$ cat src/cfr_pkg.sv
// constants and types shared by the flag and register-pointer block
// assumes a byte-wide system-register port driven by the core datapath
package cfr_pkg;

	// ==========================================================
	// system register addresses
	localparam logic [7:0] CFR_ADDR_INT_CTRL   = 8'hE6; // interrupt control, low nibble only
	localparam logic [7:0] CFR_ADDR_FLAGS      = 8'hE7; // status_flags_reg
	localparam logic [7:0] CFR_ADDR_LOW_PTR    = 8'hE8; // low_block_pointer_reg
	localparam logic [7:0] CFR_ADDR_HIGH_PTR   = 8'hE9; // high_block_pointer_reg
	localparam logic [3:0] CFR_GROUP_HIDDEN    = 4'hD;  // group reachable only indirectly

	// ==========================================================
	// status flag bit positions
	localparam int CFR_FLAG_CARRY   = 7;
	localparam int CFR_FLAG_ZERO    = 6;
	localparam int CFR_FLAG_SIGN    = 5;
	localparam int CFR_FLAG_OVFL    = 4;
	localparam int CFR_FLAG_DECADJ  = 3;
	localparam int CFR_FLAG_HALF    = 2;
	localparam int CFR_FLAG_RSVD    = 1;
	localparam int CFR_FLAG_SPACE   = 0;

	// ==========================================================
	// interrupt control field positions
	localparam int CFR_ICR_NEST     = 3; // arbitration_nesting
	localparam int CFR_ICR_PRIO_MSB = 2; // current priority 2:0

	// ==========================================================
	// pointer register layout
	localparam int CFR_PTR_BLK_MSB  = 7; // block_number 7:3
	localparam int CFR_PTR_BLK_LSB  = 3;
	localparam int CFR_PTR_MODE     = 2; // pointer_mode_twin

	// ==========================================================
	// reset values and depths
	localparam logic [7:0] CFR_FLAGS_RESET = 8'h00;
	localparam logic [2:0] CFR_PRIO_RESET  = 3'h7; // lowest level
	localparam logic       CFR_NEST_RESET  = 1'b0;
	localparam logic [4:0] CFR_BLK_RESET   = 5'h00;
	localparam int         CFR_NEST_DEPTH  = 7;    // saved copies allowed

	// ==========================================================
	// datapath operation classes
	typedef enum logic [2:0] {
		CFR_OP_NONE  = 3'b000, // no flag effect
		CFR_OP_ARITH = 3'b001, // add, sub, compare
		CFR_OP_SHIFT = 3'b010, // shift, rotate, swap, decimal adjust
		CFR_OP_MULDV = 3'b011, // multiply, divide
		CFR_OP_LOGIC = 3'b100, // logical, inc/dec, test
		CFR_OP_UNUSED5 = 3'b101,
		CFR_OP_UNUSED6 = 3'b110,
		CFR_OP_UNUSED7 = 3'b111
	} cfr_op_t;

	// pointer-setting instructions
	typedef enum logic [1:0] {
		CFR_PTR_NONE  = 2'b00,
		CFR_PTR_SINGLE = 2'b01, // single 16-register set
		CFR_PTR_LOW   = 2'b10, // set_low_twin_pointer
		CFR_PTR_HIGH  = 2'b11  // set_high_twin_pointer
	} cfr_ptr_cmd_t;

endpackage : cfr_pkg

$ cat src/cfr_block_pointer.sv
// one working-register block pointer: block number plus twin-mode bit
// assumes loads are already decoded by the parent, one at a time
`timescale 1ns/100ps
module cfr_block_pointer (
	input  wire logic       ref_clk,     // core clock
	input  wire logic       rst,         // synchronous reset, high
	input  wire logic       load_blk,    // load block number
	input  wire logic [4:0] blk_in,      // new block number
	input  wire logic       load_mode,   // load mode bit
	input  wire logic       mode_in,     // new mode bit
	output logic      [4:0] block_number, // held block number
	output logic            pointer_mode_twin, // held mode bit
	output logic      [7:0] reg_image    // register read image
);
	import cfr_pkg::*;

	// ==========================================================
	// block number store, 0 to 31
	always_ff @(posedge ref_clk) begin
		if (rst) begin
			block_number <= CFR_BLK_RESET;
		end else if (load_blk) begin
			block_number <= blk_in;
		end
	end

	// mode bit store
	always_ff @(posedge ref_clk) begin
		if (rst) begin
			pointer_mode_twin <= 1'b0;
		end else if (load_mode) begin
			pointer_mode_twin <= mode_in;
		end
	end

	// low two bits are hardwired to zero on read
	assign reg_image = {block_number, pointer_mode_twin, 2'b00};

endmodule : cfr_block_pointer

$ cat src/cfr_prio_stack.sv
// saved-priority store: last-in first-out of preempted priority levels
// assumes the parent never pushes when full nor pops when empty
`timescale 1ns/100ps
module cfr_prio_stack (
	input  wire logic       ref_clk,  // core clock
	input  wire logic       rst,      // synchronous reset, high
	input  wire logic       push,     // save a level
	input  wire logic [2:0] push_val, // level being saved
	input  wire logic       pop,      // recall the newest level
	output logic      [2:0] top_val,  // newest saved level
	output logic      [2:0] depth     // number of saved levels
);
	import cfr_pkg::*;

	logic [2:0] slot [CFR_NEST_DEPTH]; // saved levels

	// ==========================================================
	// storage; only the written slot changes
	always_ff @(posedge ref_clk) begin
		if (push && (depth < 3'(CFR_NEST_DEPTH))) begin
			slot[depth] <= push_val;
		end
	end

	// fill count; a push and pop together cancel
	always_ff @(posedge ref_clk) begin
		if (rst) begin
			depth <= 3'h0;
		end else if (push && !pop && (depth < 3'(CFR_NEST_DEPTH))) begin
			depth <= depth + 3'h1;
		end else if (pop && !push && (depth != 3'h0)) begin
			depth <= depth - 3'h1;
		end
	end

	// empty stack reads back the reset level
	assign top_val = (depth == 3'h0) ? CFR_PRIO_RESET : slot[depth - 3'h1];

endmodule : cfr_prio_stack

$ cat src/cfr_core_regs.sv
// status flags, interrupt priority field and working-register pointers
// assumes the datapath drives one-cycle strobes synchronous to ref_clk
// and handles the system stack memory itself
//
// Operation
// - arbitration bit: 0 concurrent, 1 nested
// - three-bit priority, 000 highest, 111 lowest
// - requests compared against current priority level
// - preempted priority saved, restored on return
// - flags pushed on entry, restored on return
// - nested mode holds up to seven copies
// - flags reset zero; fixed bit order
// - carry from bit 7 or bit 15
// - carry set, clear, invert instructions
// - zero flag on zero accumulator result
// - sign copies result top bit
// - overflow on signed range error
// - decimal-adjust flag records add or subtract
// - half carry from bit 3
// - data/program space flag, set and cleared
// - register file seen as 32 blocks
// - twin set instructions set mode bit
// - single mode rounds block down to even
// - twin: r0-r7 low, r8-r15 high pointer
// - pointer: block 7:3, mode 2, zeros
// - hidden group rejected on direct addressing
`timescale 1ns/100ps
module cfr_core_regs (
	input  wire logic                 ref_clk,        // core clock, 100 MHz
	input  wire logic                 rst,            // synchronous reset, high
	// system register port
	input  wire logic [7:0]           reg_addr,       // direct register address
	input  wire logic                 reg_wr,         // write strobe
	input  wire logic                 reg_rd,         // read strobe
	input  wire logic [7:0]           reg_wdata,      // write data
	output logic      [7:0]           reg_rdata,      // registered read data
	output logic                      reg_hit,        // address is held here
	output logic                      reg_reject,     // direct access refused
	// flag updates from the datapath
	input  wire logic                 alu_valid,      // result strobe
	input  wire cfr_pkg::cfr_op_t     alu_op,         // operation class
	input  wire logic                 alu_word,       // word operation
	input  wire logic [15:0]          alu_result,     // accumulator result
	input  wire logic                 alu_carry_b7,   // carry out of bit 7
	input  wire logic                 alu_carry_b15,  // carry out of bit 15
	input  wire logic                 alu_half,       // carry/borrow at bit 3
	input  wire logic                 alu_overflow,   // signed range error
	input  wire logic                 alu_sub,        // operation subtracted
	input  wire logic                 carry_set,      // force carry high
	input  wire logic                 carry_clr,      // force carry low
	input  wire logic                 carry_inv,      // invert carry
	input  wire logic                 space_data,     // select data space
	input  wire logic                 space_prog,     // select program space
	output logic      [7:0]           status_flags,   // flag register
	output logic                      memory_space_select, // data pointers in use
	// interrupt sequencing
	input  wire logic                 irq_req,        // request present
	input  wire logic [2:0]           irq_level,      // request priority
	output logic                      irq_preempt,    // request may be taken
	input  wire logic                 int_enter,      // entry strobe
	input  wire logic                 int_return,     // return strobe
	input  wire logic [7:0]           stack_pop_flags, // flags read back from stack
	output logic                      stack_push,     // push flags now
	output logic      [7:0]           stack_push_flags, // flags to push
	output logic      [2:0]           current_prio,   // running priority
	output logic                      arbitration_nesting, // nested mode
	output logic      [2:0]           nest_depth,     // saved copies held
	// working-register pointers
	input  wire cfr_pkg::cfr_ptr_cmd_t ptr_cmd,       // pointer-setting instruction
	input  wire logic [4:0]           ptr_block,      // block operand
	input  wire logic [3:0]           wr_index,       // working register r0-r15
	output logic      [7:0]           wr_phys_addr,   // mapped register address
	output logic                      pointer_mode_twin // twin mode active
);
	import cfr_pkg::*;

	// ==========================================================
	// declarations
	logic       wr_int;          // write to interrupt control
	logic       wr_flags;        // write to flag register
	logic       wr_low;          // write to low pointer
	logic       wr_high;         // write to high pointer
	logic [7:0] next_flags;      // flag value after this cycle
	logic [7:0] alu_flags;       // flags as the datapath result sets them
	logic       res_zero;        // accumulator result is zero
	logic       res_sign;        // accumulator result top bit
	logic       res_carry;       // carry out of the top bit
	logic       take_entry;      // interrupt entry accepted
	logic       take_return;     // interrupt return accepted
	logic [2:0] saved_top;       // newest saved priority
	logic [4:0] low_blk;         // low pointer block number
	logic [4:0] high_blk;        // high pointer block number
	logic       low_twin;        // low pointer mode copy
	logic       high_twin;       // high pointer mode copy
	logic [7:0] low_image;       // low pointer read image
	logic [7:0] high_image;      // high pointer read image
	logic       load_low_blk;    // low block load
	logic       load_high_blk;   // high block load
	logic       load_mode;       // mode load to both pointers
	logic       next_mode;       // mode value loaded
	logic [4:0] next_low_blk;    // low block value loaded
	logic [4:0] next_high_blk;   // high block value loaded
	logic [4:0] map_blk;         // block chosen for the index

	// ==========================================================
	// register decode
	// group D may only be reached through pointers, never directly
	always_comb begin
		reg_reject = (reg_wr || reg_rd) && (reg_addr[7:4] == CFR_GROUP_HIDDEN);
		reg_hit    = (reg_addr == CFR_ADDR_INT_CTRL) || (reg_addr == CFR_ADDR_FLAGS) ||
		             (reg_addr == CFR_ADDR_LOW_PTR) || (reg_addr == CFR_ADDR_HIGH_PTR);
		wr_int     = reg_wr && (reg_addr == CFR_ADDR_INT_CTRL);
		wr_flags   = reg_wr && (reg_addr == CFR_ADDR_FLAGS);
		wr_low     = reg_wr && (reg_addr == CFR_ADDR_LOW_PTR);
		wr_high    = reg_wr && (reg_addr == CFR_ADDR_HIGH_PTR);
	end

	// read data registered one cycle after the strobe; misses read zero
	always_ff @(posedge ref_clk) begin
		if (rst) begin
			reg_rdata <= 8'h00;
		end else if (reg_rd) begin
			unique case (reg_addr)
				CFR_ADDR_INT_CTRL: begin // upper control bits live elsewhere
					reg_rdata <= {4'h0, arbitration_nesting, current_prio};
				end
				CFR_ADDR_FLAGS: begin
					reg_rdata <= status_flags;
				end
				CFR_ADDR_LOW_PTR: begin
					reg_rdata <= low_image;
				end
				CFR_ADDR_HIGH_PTR: begin
					reg_rdata <= high_image;
				end
				default: begin // not held by this block
					reg_rdata <= 8'h00;
				end
			endcase
		end
	end

	// ==========================================================
	// arbitration mode and current priority
	// software writes the mode bit directly
	always_ff @(posedge ref_clk) begin
		if (rst) begin
			arbitration_nesting <= CFR_NEST_RESET;
		end else if (wr_int) begin
			arbitration_nesting <= reg_wdata[CFR_ICR_NEST];
		end
	end

	// lower number is higher priority; a nested slot must remain free
	always_comb begin
		if (arbitration_nesting) begin // nested: preempt a running routine
			irq_preempt = irq_req && (irq_level < current_prio) &&
			              (nest_depth < 3'(CFR_NEST_DEPTH));
		end else begin // concurrent: only when no routine is running
			irq_preempt = irq_req && (irq_level < current_prio) &&
			              (nest_depth == 3'h0);
		end
	end

	assign take_entry  = int_enter && (nest_depth < 3'(CFR_NEST_DEPTH));
	assign take_return = int_return && (nest_depth != 3'h0);

	// hardware entry and return win over a software write in the same cycle
	always_ff @(posedge ref_clk) begin
		if (rst) begin
			current_prio <= CFR_PRIO_RESET;
		end else if (take_entry) begin
			current_prio <= irq_level;
		end else if (take_return) begin
			current_prio <= saved_top;
		end else if (wr_int) begin
			current_prio <= reg_wdata[CFR_ICR_PRIO_MSB:0];
		end
	end

	// preempted level kept until the matching return
	cfr_prio_stack u_saved_priority_reg (
		.ref_clk  (ref_clk),
		.rst      (rst),
		.push     (take_entry),
		.push_val (current_prio),
		.pop      (take_return),
		.top_val  (saved_top),
		.depth    (nest_depth)
	);

	// ==========================================================
	// system stack hand-off
	// the pushed copy is the value before entry changes anything
	always_ff @(posedge ref_clk) begin
		if (rst) begin
			stack_push       <= 1'b0;
			stack_push_flags <= 8'h00;
		end else begin
			stack_push <= take_entry;
			if (take_entry) begin
				stack_push_flags <= status_flags;
			end
		end
	end

	// ==========================================================
	// flag results from the datapath
	// width select picks bit 7 or bit 15 for carry and sign
	always_comb begin
		res_zero  = alu_word ? (alu_result == 16'h0000) : (alu_result[7:0] == 8'h00);
		res_sign  = alu_word ? alu_result[15] : alu_result[7];
		res_carry = alu_word ? alu_carry_b15 : alu_carry_b7;
		alu_flags = status_flags;
		unique case (alu_op)
			CFR_OP_ARITH: begin
				alu_flags[CFR_FLAG_CARRY] = res_carry;
				alu_flags[CFR_FLAG_ZERO]  = res_zero;
				alu_flags[CFR_FLAG_SIGN]  = res_sign;
				alu_flags[CFR_FLAG_OVFL]  = alu_overflow;
				if (!alu_word) begin // BCD helpers only for byte add/sub
					alu_flags[CFR_FLAG_DECADJ] = alu_sub;
					alu_flags[CFR_FLAG_HALF]   = alu_half;
				end
			end
			CFR_OP_SHIFT, CFR_OP_MULDV: begin
				alu_flags[CFR_FLAG_CARRY] = res_carry;
				alu_flags[CFR_FLAG_ZERO]  = res_zero;
				alu_flags[CFR_FLAG_SIGN]  = res_sign;
				alu_flags[CFR_FLAG_OVFL]  = alu_overflow;
			end
			CFR_OP_LOGIC: begin // carry untouched
				alu_flags[CFR_FLAG_ZERO] = res_zero;
				alu_flags[CFR_FLAG_SIGN] = res_sign;
				alu_flags[CFR_FLAG_OVFL] = alu_overflow;
			end
			default: begin // no-flag or undefined class
				alu_flags = status_flags;
			end
		endcase
	end

	// ==========================================================
	// flag next value
	// priority: return restore, software write, then carry and space ops over the datapath result
	always_comb begin
		next_flags = status_flags;
		if (take_return) begin
			next_flags = stack_pop_flags;
		end else if (wr_flags) begin
			next_flags = reg_wdata;
		end else begin
			if (alu_valid) begin
				next_flags = alu_flags;
			end
			if (carry_set) begin
				next_flags[CFR_FLAG_CARRY] = 1'b1;
			end else if (carry_clr) begin
				next_flags[CFR_FLAG_CARRY] = 1'b0;
			end else if (carry_inv) begin
				next_flags[CFR_FLAG_CARRY] = ~status_flags[CFR_FLAG_CARRY];
			end
			if (space_data) begin
				next_flags[CFR_FLAG_SPACE] = 1'b1;
			end else if (space_prog) begin
				next_flags[CFR_FLAG_SPACE] = 1'b0;
			end
		end
		next_flags[CFR_FLAG_RSVD] = 1'b0;
	end

	// flag register, zero after reset
	always_ff @(posedge ref_clk) begin
		if (rst) begin
			status_flags <= CFR_FLAGS_RESET;
		end else begin
			status_flags <= next_flags;
		end
	end

	// data accesses follow data pointers only while the space flag is set
	assign memory_space_select = status_flags[CFR_FLAG_SPACE];

	// ==========================================================
	// pointer loads
	// instruction loads win over a software write in the same cycle
	always_comb begin
		load_low_blk  = 1'b0;
		load_high_blk = 1'b0;
		load_mode     = 1'b0;
		next_mode     = low_twin;
		next_low_blk  = reg_wdata[CFR_PTR_BLK_MSB:CFR_PTR_BLK_LSB];
		next_high_blk = reg_wdata[CFR_PTR_BLK_MSB:CFR_PTR_BLK_LSB];
		unique case (ptr_cmd)
			CFR_PTR_SINGLE: begin
				load_low_blk = 1'b1;
				next_low_blk = ptr_block; // kept as given, rounded at use
				load_mode    = 1'b1;
				next_mode    = 1'b0;
			end
			CFR_PTR_LOW: begin
				load_low_blk = 1'b1;
				next_low_blk = ptr_block;
				load_mode    = 1'b1;
				next_mode    = 1'b1;
			end
			CFR_PTR_HIGH: begin
				load_high_blk = 1'b1;
				next_high_blk = ptr_block;
				load_mode     = 1'b1;
				next_mode     = 1'b1;
			end
			CFR_PTR_NONE: begin // software writes only
				load_low_blk  = wr_low;
				load_high_blk = wr_high;
				load_mode     = wr_low || wr_high;
				next_mode     = reg_wdata[CFR_PTR_MODE];
			end
		endcase
	end

	// both pointers carry the same mode bit so either reads back the mode
	cfr_block_pointer u_low_block_pointer (
		.ref_clk           (ref_clk),
		.rst               (rst),
		.load_blk          (load_low_blk),
		.blk_in            (next_low_blk),
		.load_mode         (load_mode),
		.mode_in           (next_mode),
		.block_number      (low_blk),
		.pointer_mode_twin (low_twin),
		.reg_image         (low_image)
	);

	// high pointer: meaningful in twin mode only, otherwise reserved
	cfr_block_pointer u_high_block_pointer (
		.ref_clk           (ref_clk),
		.rst               (rst),
		.load_blk          (load_high_blk),
		.blk_in            (next_high_blk),
		.load_mode         (load_mode),
		.mode_in           (next_mode),
		.block_number      (high_blk),
		.pointer_mode_twin (high_twin),
		.reg_image         (high_image)
	);

	assign pointer_mode_twin = low_twin;

	// ==========================================================
	// working-register mapping over 32 eight-register blocks
	// single mode uses the even block at or below the low pointer
	always_comb begin
		if (low_twin) begin
			map_blk      = wr_index[3] ? high_blk : low_blk;
			wr_phys_addr = {map_blk, wr_index[2:0]};
		end else begin
			map_blk      = {low_blk[4:1], 1'b0};
			wr_phys_addr = {map_blk[4:1], wr_index};
		end
	end

endmodule : cfr_core_regs

$ cat config.mk
export PLATFORM = sky130hd
export DESIGN_NAME = cfr_core_regs
export DESIGN_NICKNAME = d
export VERILOG_FILES = /design/src/cfr_pkg.sv /design/src/cfr_block_pointer.sv /design/src/cfr_prio_stack.sv /design/src/cfr_core_regs.sv
export SDC_FILE = /design/constraint.sdc
export NUM_CORES = 1
export LEC_CHECK = 0
export ABC_AREA = 1
export ABC_CLOCK_PERIOD_IN_PS = 2100
export BUFFER_PORTS_ARGS = -buffer_cell sky130_fd_sc_hd__buf_2
export CAP_MARGIN = 5
export CORE_MARGIN = 2
export CORE_UTILIZATION = 41
export DETAILED_ROUTE_END_ITERATION = 10
export GPL_TIMING_DRIVEN = 1
export PLACE_DENSITY = 0.75
export SLEW_MARGIN = 40
export SYNTH_ARGS = -nofsm -noshare
export SYNTH_HDL_FRONTEND = slang
export SYNTH_SLANG_ARGS = --single-unit
$ cat constraint.sdc
create_clock -name ref_clk -period 2.1 [get_ports ref_clk]
set_input_delay 0.315 -clock ref_clk [delete_from_list [all_inputs] [get_ports ref_clk]]
set_output_delay 0.315 -clock ref_clk [all_outputs]
set_load 0.02 [all_outputs]
After elaboration in Yosys (flattened, before gate mapping)
Memories as Yosys holds them, arrays and structs flattened.
Cells that the tools add are included.

word-level totals
  flip-flop bits (word level) = 43
  latch bits = 0
  RAM bits = 21
  ROM bits = 0
  input port bits = 76
  output and inout port bits = 45
  logic and storage cells = 109
  memories kept = 1

memory list
  name                       words  width  read ports  clocked after memory_dff  wr ports  line                  text
  u_saved_priority_reg.slot  7      3      1           0                         1         cfr_prio_stack.sv:15  logic [2:0] slot [CFR_NEST_DEPTH];

cells by class
  add/sub/neg operators = 2
  multipliers = 0
  divide/modulo/power cells = 0
  magnitude comparators = 2
  equal/unequal tests = 13
  shift-type cells = 0
  mux-type cells = 33
  bitwise gates (word level) = 1
  reductions and logical operators = 43

operators by type and width
  operator               number
  $eq A8 B8 Y1 const B   4
  $mux W8                4
  $pmux W8 S4            1
  $mux W3                7
  $logic_not A16 Y1      1
  $logic_and A1 B1 Y1    15
  $mux W5                3
  $reduce_bool A3 Y1     5
  $mux W1                12
  $reduce_bool A6 Y1     2
  $logic_not A8 Y1       1
  $eq A3 B2 Y1 const B   2
  $pmux W1 S2            3
  $reduce_or A3 Y1       2
  $logic_or A1 B1 Y1     5
  $eq A2 B2 Y1 const B   2
  $eq A4 B4 Y1 const B   1
  $mux W2                2
  $reduce_and A2 Y1      2
  $reduce_bool A4 Y1     1
  $reduce_or A2 Y1       2
  $reduce_or A4 Y1       1
  $add A3 B1 Y3 const B  1
  $eq A3 B1 Y1 const B   1
  13 further kinds       14

Logic depth before layout (Yosys ltp)
  depth after elaboration = 9
  gate-level depth with buffers = 13
  mapped depth without buffers = 11

Cells and area by module
From an unflattened synthesis, not the netlist that was laid out.

second synthesis, totals
  cells, all modules = 565
  area total of the unflattened synthesis = 3901.2 sq um

modules (own cells, without submodules)
  module             times used  cells each  area an instance (sq um)  seq. area each (sq um)
  cfr_core_regs      1           341         2097.0                    540.5
  cfr_prio_stack     1           130         1181.1                    690.7
  cfr_block_pointer  2           47          311.5                     120.1

Worst setup path after synthesis
No wires, ideal clock.

  path kind = input -> output
  start point = in reg_rd
  end point = out reg_reject
  data arrival time = 1.704 ns
  setup slack = 0.081 ns
  stages on the path = 3
  path through = buf_2 inv_1 a2111oi_0

between the ends
  cells in the longest elaborated chain, start to end = 2

RTL lines
  item                 line                  text
  start: declaration   cfr_core_regs.sv:34   input wire logic reg_rd,
  $logic_or A1 B1 Y1   cfr_core_regs.sv:109  reg_reject = (reg_wr || reg_rd) && (reg_addr[7:4] == CFR_GROUP_HIDDEN);
  $logic_and A1 B1 Y1  cfr_core_regs.sv:109
  end: declaration     cfr_core_regs.sv:38   output logic reg_reject,

Every way passes these cells.

Worst setup path after layout
  start point = reg current_prio[2]
  end point = out irq_preempt

between the ends
  cells in the longest elaborated chain, start to end = 4

RTL lines
  item                                           line                                        text
  start: declaration                             cfr_core_regs.sv:65                         output logic [2:0] current_prio,
  start signal: assignment                       cfr_core_regs.sv:173                        current_prio <= irq_level;
  start signal: assignment                       cfr_core_regs.sv:175                        current_prio <= saved_top;
  start signal: assignment                       cfr_core_regs.sv:177                        current_prio <= reg_wdata[CFR_ICR_PRIO_MSB:0];
  $lt A3 B3 Y1 *                                 cfr_core_regs.sv:157, cfr_core_regs.sv:160
  $logic_and A1 B1 Y1 *                          cfr_core_regs.sv:157, cfr_core_regs.sv:160
  $logic_and A1 B1 Y1, on equally long branches  cfr_core_regs.sv:160, cfr_core_regs.sv:157
  $mux W1 *                                      cfr_core_regs.sv:156                        if (arbitration_nesting) begin
  end: declaration                               cfr_core_regs.sv:59                         output logic irq_preempt,

Mark *: on every way between the ends. The rest lies on a longest branch, timed or not.

==> flow_summary.json <==
{
  "cts.root.buffer_cell": "clkbuf_8",
  "outcome": "finished, final reports clean",
  "hold_buffers": 0,
  "path_clk_slew_ns": 0.07,
  "cts_max_level": 3,
  "cp.required_ns": 1.78,
  "wl_met3_um": 699,
  "synthFlopType": "dfxtp_1",
  "largest_reg_flops": 21,
  "core-area_um2": 8720,
  "hp-start": "stack_pop_flags[7]",
  "power_density_nw_per_um2": 878,
  "grt_pass1_vias": 3388,
  "synth_seq_cells": 62,
  "synth_edf_count": 21,
  "io_pins": 121,
  "clk_path_buf_depth": 2,
  "leakagePower_nw": 2.14,
  "ys_types": 44,
  "ant_nets": 0,
  "area_growth_pct": 21.7,
  "vias": 3620,
  "power_mw": 3.95,
  "slew_headroom_pct": 64.4,
  "std_cell_rows": 34,
  "fill_cells": 862,
  "synth_cells": 487,
  "drive_gt1_share_pct": 31.2,
  "numCtsBuffers": 9,
  "die_h_um": 98.9,
  "grt_pass1_wl_mm": 15.9,
  "seq_area_um2": 1450,
  "viasPerCell": 5.09,
  "finalSetupViolCount": 0,
  "end_kind": "primary output",
  "met2WireLength_mm": 4.79,
  "drv_slew": 0,
  "synthArstFlopShare_pct": 0,
  "rsz0062_at_grt": "false",
  "synthTopCellsByCount": "nand2_1 (104), nand3_1 (51), nor2_1 (51)",
  "cts_tree": "yes",
  "fin_nets": 683,
  "grt-ovfl-total": 0,
  "wirelength_mm": 9.95,
  "routabilityCongestion": 0.881,
  "antenna_found_initial": 0,
  "instances_no_fill": 711,
  "grt_usage_pct": 20.6,
  "synthDominantCellAreaShare_pct": 22.2,
  "clk_latency_ns": 0.34,
  "ctsResizeCount": 0,
  "max-vdd-ir-drop_v": 0.000339,
  "max_clock_freq_ghz": 0.513,
  "grt_max_degree": 30,
  "fin_skew_ns": 0.00732,
  "hold_path.class": "input pin to flop",
  "die_w_um": 98.9,
  "syn_avg_cell_area_um2": 7.59,
  "dieArea_um2": 9790,
  "drtIter0Drc": 186,
  "met1_length_mm": 4.24,
  "initial_core_util_pct": 42.4,
  "cp_max_fo": 2,
  "drtPass1Iterations": 5,
  "crit_start": "current_prio[2]",
  "portBuffers": 111,
  "yosysMostFrequentCell": "nand2_1",
  "final.setup.tns_ns": 0,
  "wire_per_inst_um": 14.0,
  "synth_area_leaders": "dfxtp_1 (22%), edfxtp_1 (17%), nand2_1 (11%)",
  "period_share_pct": 92.8,
  "hold_viol_final": 0,
  "cp-start-kind": "flop",
  "dp_hpwl_mm": 7.87,
  "yosysWarnings": 0,
  "top_layer_used": "met4",
  "postCtsSetupRepairBufs": 0,
  "critical_path_class": "flop to primary output",
  "regMostFlops": "u_saved_priority_reg.slot",
  "cp.arrival_ns": 1.63,
  "drc": 0,
  "cap_violations": 0,
  "top_regs": "u_saved_priority_reg.slot x21, reg_rdata x8",
  "synth_area_um2": 3700,
  "place_inst": 695,
  "min_period_ns": 1.95,
  "multi_input_area_um2": 1900,
  "regToRegStartpoint": "u_saved_priority_reg.depth[1]",
  "synth_seq_area_share_pct": 39.3,
  "synth_area_leader_cell": "dfxtp_1",
  "antenna_cells": 0,
  "tightest_slew_ns": 0.530,
  "cts_sinks": 62
}
==> logic make-up (layout without fill, tap and decap cells) <==
group / after synthesis / after routing / synth area share [%]
simple gates: 249 / 249 / 32.2
compound gates: 80 / 80 / 13.1
buf+inv: 76 / 191 / 9.48
flops: 62 / 62 / 39.3
mux: 10 / 10 / 2.78
fa+ha+maj: 9 / 9 / 3.05
other cells: 1 / 2 / 0.101
==> stage by stage <==
stage	worst slack, ns	hold WS, ns	instance area, um2	utilization, %
2_1_floorplan	0.0813	0.384	3700	-
3_3_place_gp	0.403	0.455	4310	49.5
3_5_place_dp	0.356	0.456	4310	49.5
4_1_cts	0.126	0.242	4500	51.6
5_1_grt	0.0519	0.291	4500	51.6
6_report	0.151	0.255	4500	51.6
==> power breakdown <==
group	leakage, nW	total (mW)	internal [mW]	switching (mW)
clock network	0.0904	0.988	0.545	0.443
registers	0.522	1.50	1.40	0.0993
logic	1.53	1.46	0.503	0.954
total	2.14	3.95	2.45	1.50
==> worst max-delay path, stage by stage (launching register included) <==
cell and delay [ns]:
dfxtp_1 0.32, inv_1 0.06, ha_1 0.29, a21oi_1 0.17, nand3_1 0.10, a211oi_1 0.16
buf_2 0.20
==> layout make-up <==
type	instances	area share, %
clock inverter	4	1.06
inverter	55	4.59
clock buffer	12	3.01
multi-input combinational	350	42.2
sequential	62	32.3
tap	108	3.01
timing repair buffer	120	13.9
==> worst paths after layout <==
check,depth (start not counted),slack [ns],endpoint
worst max-delay path,6,0.15,irq_preempt
worst min-delay path,3,0.25,status_flags[7]
worst max register to register,10,0.34,current_prio[2]
worst min register to register,2,0.47,reg_rdata[2]
==> per-layer routing <==
layer | global-route usage (%) | vias to the layer above
li1 | - | 1808
met1 | 26.8 | 1637
met2 | 33.9 | 153
met3 | 4.47 | 22
met4 | 7.06 | 0
met5 | 0 | -
==> layout by cell type (no fill, tap or decap), types with 2 or more instances in the layout <==
cell type / instances
mux2_2: 2
nor2_4: 4
nand4_1: 3
o21ai_0: 26
o21ai_1: 2
o21bai_1: 2
conb_1: 2
nand3_1: 51
nor2_2: 12
o211ai_1: 9
clkinv_2: 2
mux2i_1: 8
and2_4: 2
nand2_1: 104
nor2_1: 51
inv_2: 8
nand2_2: 8
edfxtp_1: 21
nand3_2: 3
clkbuf_8: 9
o21ai_2: 3
a21oi_1: 29
buf_2: 111
nand2_4: 4
clkbuf_1: 3
buf_4: 9
inv_1: 46
o21ai_4: 2
ha_1: 9
dfxtp_1: 41
or2_2: 2
No activity file was read; power rests on OpenSTA's default activity.
